<file path="src/rtl/ccsl_pkg.sv">
package ccsl_pkg;

    // Register byte offsets, one aligned 32-bit word each
    localparam logic [7:0] OFS_CTRL = 8'h00;
    localparam logic [7:0] OFS_COMPARE_A_VALUE = 8'h04;
    localparam logic [7:0] OFS_COMPARE_B_VALUE = 8'h08;
    localparam logic [7:0] OFS_PERIOD = 8'h0C;
    localparam logic [7:0] OFS_COUNTER = 8'h10;
    localparam logic [7:0] OFS_ACTIVE_A = 8'h14;
    localparam logic [7:0] OFS_ACTIVE_B = 8'h18;

    // Control register field positions
    localparam int unsigned BIT_B_FULL = 9;
    localparam int unsigned BIT_A_FULL = 8;
    localparam int unsigned BIT_B_MODE = 6;
    localparam int unsigned BIT_A_MODE = 4;
    localparam int unsigned LSB_B_LOAD = 2;
    localparam int unsigned LSB_A_LOAD = 0;
    localparam logic [15:0] CTRL_WR_MASK = 16'h005F;
    localparam logic [15:0] CTRL_RESET = 16'h0000;

    // Combined compare A word: value in the upper half, fine part in byte 1
    localparam int unsigned COMPARE_A_VALUE_VALUE_LSB = 16;
    localparam int unsigned COMPARE_A_VALUE_FINE_LSB = 8;

    // Reset values and constants
    localparam logic [23:0] CMP_RESET = 24'h000000;
    localparam logic [15:0] PERIOD_RESET = 16'h0000;
    localparam logic [15:0] COUNT_ZERO = 16'h0000;
    localparam logic [31:0] RDATA_RESET = 32'h00000000;
    localparam logic [7:0] ADDR_RESET = 8'h00;
    localparam logic [3:0] STRB_RESET = 4'h0;

    localparam logic [1:0] RESP_OKAY = 2'h0;
    localparam logic [1:0] RESP_SLVERR = 2'h2;

    typedef enum logic [1:0] {
        LOAD_ZERO = 2'h0,
        LOAD_PRD = 2'h1,
        LOAD_EITHER = 2'h2,
        LOAD_FREEZE = 2'h3
    } ccsl_load_type;

    typedef enum logic [1:0] {
        WR_IDLE = 2'b01,
        WR_RESP = 2'b10
    } ccsl_wr_state_type;

    typedef enum logic [1:0] {
        RD_IDLE = 2'b01,
        RD_DATA = 2'b10
    } ccsl_rd_state_type;

endpackage

</file>
<file path="src/rtl/ccsl_chan_if.sv">
`timescale 1ns/10ps
interface ccsl_chan_if;
    logic wr_en;
    logic [23:0] wr_data;
    logic [23:0] wr_mask;
    logic wr_flag;
    logic imm_mode;
    logic [1:0] load_sel;
    logic at_zero;
    logic at_prd;
    logic [23:0] active;
    logic [23:0] shadow;
    logic full;

    modport ctrl (
        output wr_en, wr_data, wr_mask, wr_flag, imm_mode, load_sel, at_zero, at_prd,
        input active, shadow, full
    );
    modport chan (
        input wr_en, wr_data, wr_mask, wr_flag, imm_mode, load_sel, at_zero, at_prd,
        output active, shadow, full
    );
endinterface

</file>
<file path="src/rtl/ccsl_shadow_chan.sv">
`timescale 1ns/10ps
module ccsl_shadow_chan
    import ccsl_pkg::*;
(
    input wire logic clk_in,
    input wire logic rst_b_in,
    ccsl_chan_if.chan ch
);

    typedef struct packed {
        logic [23:0] active;
        logic [23:0] shadow;
        logic full;
    } ccsl_chan_state_type;

    ccsl_chan_state_type st;
    ccsl_chan_state_type next_st;
    logic load_hit;

    always_comb begin
        next_st = st;
        case (ch.load_sel)
            LOAD_ZERO: load_hit = ch.at_zero;
            LOAD_PRD: load_hit = ch.at_prd;
            LOAD_EITHER: load_hit = ch.at_zero | ch.at_prd;
            default: load_hit = 1'b0; // [RULE9]
        endcase
        if (!ch.imm_mode) begin
            // Load uses the old shadow, so a same-cycle write stays pending
            if (load_hit) begin
                next_st.active = st.shadow;
                next_st.full = 1'b0; // [RULE1]
            end
            if (ch.wr_en) begin
                next_st.shadow = (st.shadow & ~ch.wr_mask) | (ch.wr_data & ch.wr_mask); // [RULE5]
                if (ch.wr_flag) begin
                    next_st.full = 1'b1; // [RULE4]
                end
            end
        end else if (ch.wr_en) begin
            // Load select ignored here
            next_st.active = (st.active & ~ch.wr_mask) | (ch.wr_data & ch.wr_mask); // [RULE10]
        end
    end

    always_ff @(posedge clk_in or negedge rst_b_in) begin
        if (!rst_b_in) begin
            st <= '{active: CMP_RESET, shadow: CMP_RESET, full: 1'b0};
        end else begin
            st <= next_st;
        end
    end

    assign ch.active = st.active;
    assign ch.shadow = st.shadow;
    assign ch.full = st.full;

endmodule

</file>
<file path="src/rtl/ccsl_time_events.sv">
`timescale 1ns/10ps
module ccsl_time_events
    import ccsl_pkg::*;
(
    input wire logic clk_in,
    input wire logic rst_b_in,
    input wire logic [15:0] counter_in,
    input wire logic [15:0] period_in,
    input wire logic [15:0] active_a_in,
    input wire logic [15:0] active_b_in,
    output logic at_zero_out,
    output logic at_prd_out,
    output logic eq_a_out,
    output logic eq_b_out
);

    typedef struct packed {
        logic at_zero;
        logic at_prd;
        logic eq_a;
        logic eq_b;
    } ccsl_evt_state_type;

    ccsl_evt_state_type st;
    ccsl_evt_state_type next_st;

    always_comb begin
        next_st.at_zero = (counter_in == COUNT_ZERO); // [RULE11]
        next_st.at_prd = (counter_in == period_in); // [RULE12]
        next_st.eq_a = (counter_in == active_a_in); // [RULE13]
        next_st.eq_b = (counter_in == active_b_in); // [RULE13]
    end

    always_ff @(posedge clk_in or negedge rst_b_in) begin
        if (!rst_b_in) begin
            st <= '{default: 1'b0};
        end else begin
            st <= next_st;
        end
    end

    assign at_zero_out = st.at_zero;
    assign at_prd_out = st.at_prd;
    assign eq_a_out = st.eq_a;
    assign eq_b_out = st.eq_b;

endmodule

</file>
<file path="src/rtl/ccsl_compare_shadow.sv">
`timescale 1ns/10ps
// Functional notes
// [RULE1] A load from shadow to active clears that channel's full flag (B at bit 9, A at bit 8).
// [RULE2] A write reaching the compare A value, 32-bit or 16-bit, sets the A full flag.
// [RULE3] A write reaching only the fine part of compare A leaves the A full flag alone.
// [RULE4] Full flag 1 means a value is pending and a new write replaces it; 0 means not full.
// [RULE5] Mode bit 0 double-buffers the channel and sends every write to the shadow.
// [RULE6] B mode bit 6 at 1 makes every B read and write reach the active register.
// [RULE7] A has its own mode bit 4 with the same shadow and immediate meanings.
// [RULE8] Load select (B bits 3-2, A bits 1-0): 00 at zero, 01 at period, 10 at either.
// [RULE9] Load select 11 freezes the active value with no loads.
// [RULE10] Load select is ignored while the channel is in immediate mode.
// [RULE11] The zero condition is the counter equal to 0x0000.
// [RULE12] The period condition is the counter equal to the period register.
// [RULE13] Each active value is compared with the counter and equality is signalled.
// [RULE14] Active and shadow share one address and the mode picks which one is reached.
// [RULE15] Reserved control bits read zero and ignore writes.
module ccsl_compare_shadow
    import ccsl_pkg::*;
(
    input wire logic CLK_SYS_IN,
    input wire logic RST_B_IN,
    input wire logic [15:0] TB_COUNTER_IN,
    input wire logic [7:0] S_AXI_AWADDR_IN,
    input wire logic S_AXI_AWVALID_IN,
    output logic S_AXI_AWREADY_OUT,
    input wire logic [31:0] S_AXI_WDATA_IN,
    input wire logic [3:0] S_AXI_WSTRB_IN,
    input wire logic S_AXI_WVALID_IN,
    output logic S_AXI_WREADY_OUT,
    output logic [1:0] S_AXI_BRESP_OUT,
    output logic S_AXI_BVALID_OUT,
    input wire logic S_AXI_BREADY_IN,
    input wire logic [7:0] S_AXI_ARADDR_IN,
    input wire logic S_AXI_ARVALID_IN,
    output logic S_AXI_ARREADY_OUT,
    output logic [31:0] S_AXI_RDATA_OUT,
    output logic [1:0] S_AXI_RRESP_OUT,
    output logic S_AXI_RVALID_OUT,
    input wire logic S_AXI_RREADY_IN,
    output logic [15:0] COMPARE_A_VALUE_OUT,
    output logic [7:0] COMPARE_A_FINE_PART_OUT,
    output logic [15:0] COMPARE_B_VALUE_OUT,
    output logic CTR_EQ_A_OUT,
    output logic CTR_EQ_B_OUT
);

    typedef struct packed {
        ccsl_wr_state_type wr_state;
        ccsl_rd_state_type rd_state;
        logic aw_got;
        logic w_got;
        logic [7:0] awaddr;
        logic [31:0] wdata;
        logic [3:0] wstrb;
        logic [1:0] bresp;
        logic [31:0] rdata;
        logic [1:0] rresp;
        logic a_buffer_mode;
        logic b_buffer_mode;
        logic [1:0] a_load_select;
        logic [1:0] b_load_select;
        logic [15:0] time_base_period;
    } ccsl_top_state_type;

    ccsl_top_state_type st;
    ccsl_top_state_type next_st;

    ccsl_chan_if chan_a ();
    ccsl_chan_if chan_b ();

    logic at_zero;
    logic at_prd;
    logic [31:0] wmask;
    logic aw_hs;
    logic w_hs;
    logic ar_hs;
    logic do_write;
    logic [15:0] compare_shadow_control;
    logic [23:0] a_seen;
    logic [23:0] b_seen;
    logic [31:0] rd_word;
    logic rd_hit;
    logic wr_hit;

    // Byte enables to a bit mask
    genvar gi;
    generate
        for (gi = 0; gi < 4; gi++) begin : g_mask
            assign wmask[8*gi +: 8] = {8{st.wstrb[gi]}};
        end
    endgenerate

    // Hold a new address or data until the previous response has gone
    assign S_AXI_AWREADY_OUT = !st.aw_got && (st.wr_state == WR_IDLE);
    assign S_AXI_WREADY_OUT = !st.w_got && (st.wr_state == WR_IDLE);
    assign S_AXI_ARREADY_OUT = (st.rd_state == RD_IDLE);
    assign aw_hs = S_AXI_AWVALID_IN && S_AXI_AWREADY_OUT;
    assign w_hs = S_AXI_WVALID_IN && S_AXI_WREADY_OUT;
    assign ar_hs = S_AXI_ARVALID_IN && S_AXI_ARREADY_OUT;
    assign do_write = st.aw_got && st.w_got && (st.wr_state == WR_IDLE);

    assign S_AXI_BVALID_OUT = (st.wr_state == WR_RESP);
    assign S_AXI_BRESP_OUT = st.bresp;
    assign S_AXI_RVALID_OUT = (st.rd_state == RD_DATA);
    assign S_AXI_RDATA_OUT = st.rdata;
    assign S_AXI_RRESP_OUT = st.rresp;

    // Control word as software sees it
    always_comb begin
        compare_shadow_control = 16'h0000; // [RULE15]
        compare_shadow_control[BIT_B_FULL] = chan_b.full;
        compare_shadow_control[BIT_A_FULL] = chan_a.full;
        compare_shadow_control[BIT_B_MODE] = st.b_buffer_mode; // [RULE6]
        compare_shadow_control[BIT_A_MODE] = st.a_buffer_mode; // [RULE7]
        compare_shadow_control[LSB_B_LOAD +: 2] = st.b_load_select; // [RULE8]
        compare_shadow_control[LSB_A_LOAD +: 2] = st.a_load_select; // [RULE8]
    end

    // Shared address: mode picks shadow or active
    assign a_seen = st.a_buffer_mode ? chan_a.active : chan_a.shadow; // [RULE14]
    assign b_seen = st.b_buffer_mode ? chan_b.active : chan_b.shadow; // [RULE14]

    // Read decode
    always_comb begin
        rd_word = RDATA_RESET;
        rd_hit = 1'b1;
        case (S_AXI_ARADDR_IN)
            OFS_CTRL: rd_word[15:0] = compare_shadow_control;
            OFS_COMPARE_A_VALUE: rd_word[31:COMPARE_A_VALUE_FINE_LSB] = a_seen;
            OFS_COMPARE_B_VALUE: rd_word[15:0] = b_seen[23:8];
            OFS_PERIOD: rd_word[15:0] = st.time_base_period;
            OFS_COUNTER: rd_word[15:0] = TB_COUNTER_IN;
            OFS_ACTIVE_A: rd_word[31:COMPARE_A_VALUE_FINE_LSB] = chan_a.active;
            OFS_ACTIVE_B: rd_word[15:0] = chan_b.active[23:8];
            default: rd_hit = 1'b0;
        endcase
    end

    // Write decode target check
    always_comb begin
        case (st.awaddr)
            OFS_CTRL: wr_hit = 1'b1;
            OFS_COMPARE_A_VALUE: wr_hit = 1'b1;
            OFS_COMPARE_B_VALUE: wr_hit = 1'b1;
            OFS_PERIOD: wr_hit = 1'b1;
            default: wr_hit = 1'b0;
        endcase
    end

    // Channel write strobes; B value is kept in the upper 16 of 24 bits
    always_comb begin
        chan_a.wr_en = do_write && (st.awaddr == OFS_COMPARE_A_VALUE) && (st.wstrb[3:1] != 3'h0);
        chan_a.wr_data = st.wdata[31:COMPARE_A_VALUE_FINE_LSB];
        chan_a.wr_mask = wmask[31:COMPARE_A_VALUE_FINE_LSB];
        // Fine-only write leaves the flag
        chan_a.wr_flag = (st.wstrb[3:2] != 2'h0); // [RULE2] [RULE3]
        chan_a.imm_mode = st.a_buffer_mode; // [RULE7]
        chan_a.load_sel = st.a_load_select;
        chan_a.at_zero = at_zero;
        chan_a.at_prd = at_prd;

        chan_b.wr_en = do_write && (st.awaddr == OFS_COMPARE_B_VALUE) && (st.wstrb[1:0] != 2'h0);
        chan_b.wr_data = {st.wdata[15:0], 8'h00};
        chan_b.wr_mask = {wmask[15:0], 8'h00};
        chan_b.wr_flag = 1'b1;
        chan_b.imm_mode = st.b_buffer_mode; // [RULE6]
        chan_b.load_sel = st.b_load_select;
        chan_b.at_zero = at_zero;
        chan_b.at_prd = at_prd;
    end

    // Bus and configuration state
    always_comb begin
        next_st = st;
        if (aw_hs) begin
            next_st.aw_got = 1'b1;
            next_st.awaddr = {S_AXI_AWADDR_IN[7:2], 2'b00};
        end
        if (w_hs) begin
            next_st.w_got = 1'b1;
            next_st.wdata = S_AXI_WDATA_IN;
            next_st.wstrb = S_AXI_WSTRB_IN;
        end
        case (st.wr_state)
            WR_IDLE: begin
                if (do_write) begin
                    next_st.aw_got = 1'b0;
                    next_st.w_got = 1'b0;
                    next_st.bresp = wr_hit ? RESP_OKAY : RESP_SLVERR;
                    next_st.wr_state = WR_RESP;
                    if ((st.awaddr == OFS_CTRL) && st.wstrb[0]) begin
                        // Only writable bits land
                        next_st.b_buffer_mode = st.wdata[BIT_B_MODE] & CTRL_WR_MASK[BIT_B_MODE]; // [RULE15]
                        next_st.a_buffer_mode = st.wdata[BIT_A_MODE] & CTRL_WR_MASK[BIT_A_MODE];
                        next_st.b_load_select = st.wdata[LSB_B_LOAD +: 2];
                        next_st.a_load_select = st.wdata[LSB_A_LOAD +: 2];
                    end
                    if (st.awaddr == OFS_PERIOD) begin
                        next_st.time_base_period = (st.time_base_period & ~wmask[15:0])
                            | (st.wdata[15:0] & wmask[15:0]);
                    end
                end
            end
            WR_RESP: begin
                if (S_AXI_BREADY_IN) begin
                    next_st.wr_state = WR_IDLE;
                end
            end
            default: next_st.wr_state = WR_IDLE;
        endcase
        case (st.rd_state)
            RD_IDLE: begin
                if (ar_hs) begin
                    next_st.rdata = rd_word;
                    next_st.rresp = rd_hit ? RESP_OKAY : RESP_SLVERR;
                    next_st.rd_state = RD_DATA;
                end
            end
            RD_DATA: begin
                if (S_AXI_RREADY_IN) begin
                    next_st.rd_state = RD_IDLE;
                end
            end
            default: next_st.rd_state = RD_IDLE;
        endcase
    end

    always_ff @(posedge CLK_SYS_IN or negedge RST_B_IN) begin
        if (!RST_B_IN) begin
            st <= '{
                wr_state: WR_IDLE,
                rd_state: RD_IDLE,
                aw_got: 1'b0,
                w_got: 1'b0,
                awaddr: ADDR_RESET,
                wdata: RDATA_RESET,
                wstrb: STRB_RESET,
                bresp: RESP_OKAY,
                rdata: RDATA_RESET,
                rresp: RESP_OKAY,
                a_buffer_mode: CTRL_RESET[BIT_A_MODE],
                b_buffer_mode: CTRL_RESET[BIT_B_MODE],
                a_load_select: CTRL_RESET[LSB_A_LOAD +: 2],
                b_load_select: CTRL_RESET[LSB_B_LOAD +: 2],
                time_base_period: PERIOD_RESET
            };
        end else begin
            st <= next_st;
        end
    end

    ccsl_shadow_chan u_chan_a (
        .clk_in(CLK_SYS_IN),
        .rst_b_in(RST_B_IN),
        .ch(chan_a.chan)
    );

    ccsl_shadow_chan u_chan_b (
        .clk_in(CLK_SYS_IN),
        .rst_b_in(RST_B_IN),
        .ch(chan_b.chan)
    );

    // Events registered one cycle, so loads trail the counter match by one
    ccsl_time_events u_events (
        .clk_in(CLK_SYS_IN),
        .rst_b_in(RST_B_IN),
        .counter_in(TB_COUNTER_IN),
        .period_in(st.time_base_period),
        .active_a_in(chan_a.active[23:8]),
        .active_b_in(chan_b.active[23:8]),
        .at_zero_out(at_zero),
        .at_prd_out(at_prd),
        .eq_a_out(CTR_EQ_A_OUT),
        .eq_b_out(CTR_EQ_B_OUT)
    );

    assign COMPARE_A_VALUE_OUT = chan_a.active[23:8];
    assign COMPARE_A_FINE_PART_OUT = chan_a.active[7:0];
    assign COMPARE_B_VALUE_OUT = chan_b.active[23:8];

endmodule

</file>
<file path="config.mk">
export PLATFORM = sky130hd
export DESIGN_NAME = ccsl_compare_shadow
export DESIGN_NICKNAME = d
export VERILOG_FILES = /design/src/rtl/ccsl_pkg.sv /design/src/rtl/ccsl_chan_if.sv /design/src/rtl/ccsl_shadow_chan.sv /design/src/rtl/ccsl_time_events.sv /design/src/rtl/ccsl_compare_shadow.sv
export SDC_FILE = /design/constraint.sdc
export NUM_CORES = 1
export LEC_CHECK = 0
export BUFFER_PORTS_ARGS = -buffer_cell sky130_fd_sc_hd__buf_2
export CAP_MARGIN = 15
export CORE_ASPECT_RATIO = 0.9
export CORE_MARGIN = 2
export CORE_UTILIZATION = 35
export DETAILED_ROUTE_END_ITERATION = 6
export PLACE_DENSITY = 0.65
export SLEW_MARGIN = 20
export SYNTH_ARGS = -nofsm -noshare
export SYNTH_HDL_FRONTEND = slang
export SYNTH_SLANG_ARGS = --single-unit
</file>
<file path="constraint.sdc">
create_clock -name CLK_SYS_IN -period 3.3 [get_ports CLK_SYS_IN]
set_input_delay 0.66 -clock CLK_SYS_IN [delete_from_list [all_inputs] [get_ports CLK_SYS_IN]]
set_output_delay 0.66 -clock CLK_SYS_IN [all_outputs]
set_load 0.01 [all_outputs]
</file>
==> impl_metrics.py <==
metrics = {
    "setup_path": {
        "reg2reg_slack_ns": 0.64,
        "slowest_delay_ns": 0.70,
        "cp_top_family": "simple AND/OR/NAND/NOR gates",
        "rr_worst_depth": 4,
        "cp.arrival_ns": 2.98,
        "critPathBufInv": 0,
        "crit_path_max_fanout": 8,
        "slowest_stage": "nor4_2",
        "start_kind": "flop",
        "required_ns": 3.62,
        "crit_chain": "nand4b_1, nor4_2, nand3_1, mux2_2",
        "reg2reg_from": "st[106]",
        "end_kind": "flop",
        "crit_type": "flop to flop",
    },
    "clock_tree": {
        "cts_setup_buffers": 0,
        "htreeDepth": 4,
        "cts_hold_buffers": 0,
        "clk_latency_ns": 0.44,
        "clockBufferDepth": 2,
        "clkSinkCount": 190,
        "clkTransAtPathRegs_ns": 0.08,
        "cts_inserted_buffers": 17,
        "cts_tree": "yes",
        "cts-resized-gates": 0,
        "root_buffer": "clkbuf_16",
    },
    "detailed_routing": {
        "vias_per_cell": 5.54,
        "vias": 7444,
        "ant_nets": 0,
        "drtIter0Drc": 620,
        "wl_per_cell_um": 22.0,
        "drt_wl_total_mm": 29.5,
        "drt-pass1-iter-count": 6,
        "drc_errors": 0,
    },
    "synthesis": {
        "synth_seq_area_share_pct": 49.2,
        "yosysTopAreaCell": "dfrtp_1",
        "synthTopCellsByArea": "dfrtp_1 (49%), mux2_2 (14%), xnor2_1 (4.3%)",
        "synth_edf_count": 0,
        "yosys.cell_count.top_type": "dfrtp_1",
        "synthArstFlopShare_pct": 100,
        "ys_seq_elements": 190,
        "yosysWarnings": 0,
        "ys_types": 57,
        "synthFlopType": "dfrtp_1",
        "synth_area_mm2": 0.00967,
        "synth_top_area_share_pct": 48.6,
        "syn_inst": 879,
        "synth.top_cells.by_count": "dfrtp_1 (188), mux2_2 (120), nand2_1 (67), clkbuf_1 (48), xnor2_1 (48)",
        "syn_avg_cell_area_um2": 11.0,
    },
    "sta": {
        "rsz0062_at_grt": "no",
        "finalHoldViolCount": 0,
        "finalSetupTns_ns": 0,
        "relSlewSlack_pct": 40.6,
        "fmax_mhz": 376,
        "clock_skew_ns": 0.0159,
        "min_period_ns": 2.66,
        "final-max-slew-violation-count": 0,
        "worstMarginPinSlew_ns": 0.891,
        "finalCritPeriodShare_pct": 80.7,
        "setup_viol": 0,
        "setup_slack_ns": 0.638,
    },
    "pwr": {
        "peakVddDrop_v": 0.000537,
        "power_mw": 7.38,
        "swShare_pct": 35.3,
        "power.density_mw_per_mm2": 660,
        "p_sw_mw": 2.60,
        "comb_power_share_pct": 22.7,
        "power.internal_mw": 4.78,
        "p_leak_nw": 5.11,
        "p_clk_share_pct": 28.8,
        "p_seq_share_pct": 48.5,
    },
    "floorplanning": {
        "core_mm2": 0.0271,
        "io_pins": 158,
        "fp.dieH_um": 162,
        "design.die.area_mm2": 0.0290,
        "start_util_pct": 35.7,
        "std_cell_rows": 57,
        "die_x_um": 179,
    },
    "place": {
        "gp_congestion": 0.895,
        "post-place-ws_ns": 0.664,
        "io_buffers": 153,
        "dpl.hpwl_mm": 21.7,
    },
    "cells_and_area": {
        "post-route-util_pct": 41.2,
        "area_growth_pct": 15.6,
        "n_antenna_cell": 0,
        "drive_gt1_share_pct": 33.7,
        "final_nets": 1051,
    },
    "outcome": {
        "status": "finished, final reports clean",
    },
    "global_routing": {
        "overflow": 0,
        "grt_max_degree": 86,
        "grt_pass1_vias": 7377,
        "grt_pass1_wl_mm": 45.4,
        "track_usage_pct": 20.8,
        "antenna_found_initial": 0,
    },
    "flow_run": {
        "drv_cap": 0,
    },
    "min_path": {
        "hold_class": "input port to asynchronous set/reset pin",
    },
}
routing by layer:
layer	track usage [%]	vias up	part of all wire (%)
met3	4.17	37	7.1
met4	6.34	0	2.0
met2	30.3	295	44
met5	0	-	0
met1	31.0	3743	47
li1	-	3369	-
worst max-delay path by stage:
stage,from,to,slack (ns),cells after the start
2_1_floorplan,st[99],flop,0.97,7
3_3_place_gp,st[106],flop,0.68,4
3_5_place_dp,st[106],flop,0.66,4
4_1_cts,st[106],flop,0.66,4
5_1_grt,st[106],flop,0.53,4
6_report,st[106],flop,0.64,4
layout by cell type (no fill, tap or decap), types with 18 or more instances in the layout:
master and instances:
mux2_2 120, nand2_1 67, buf_2 152, buf_4 18, a22oi_1 34, o211ai_1 20
nor2_1 18, xnor2_1 48, dfrtp_1 188, nand3_1 41, mux2i_1 22, nand4_1 22
o21ai_0 27
power groups by stage:
stage	combinational [mW]	sequential [mW]	clock, mW
final	1.67	3.58	2.12
after global routing	1.84	3.66	2.27
after CTS	1.68	3.57	2.17
after detailed placement	1.67	3.62	0
after global placement	1.63	3.59	0
after floorplan	1.29	3.28	0
logic make-up after synthesis:
logic type	after synthesis	share of synthesized area (%)
AOI/OAI and AO/OA	165	12.4
xor gates and xnor gates	49	4.44
buffers and inverters	112	5.92
DFF	190	49.2
muxes	142	16.2
other	1	0.0388
and+or+nand+nor	220	11.7
layout make-up:
cell class | count | area [um^2]
Clock buffer | 17 | 425
Clock inverter | 15 | 194
Fill cell | 2653 | 15900
Inverter | 16 | 60.1
Multi-Input combinational cell | 578 | 4350
Sequential cell | 190 | 4760
Tap cell | 354 | 443
Timing Repair Buffer | 173 | 945
per-stage QoR:
stage	cell area (um^2)	hold slack (ns)	instances
3_5_place_dp	10500	0.464	1310
4_1_cts	11200	0.288	1342
3_3_place_gp	10500	0.459	1310
6_report	11200	0.246	1343
2_1_floorplan	9680	0.364	880
5_1_grt	11200	0.313	1343
Note: power is estimated with default switching activity, not from simulation.
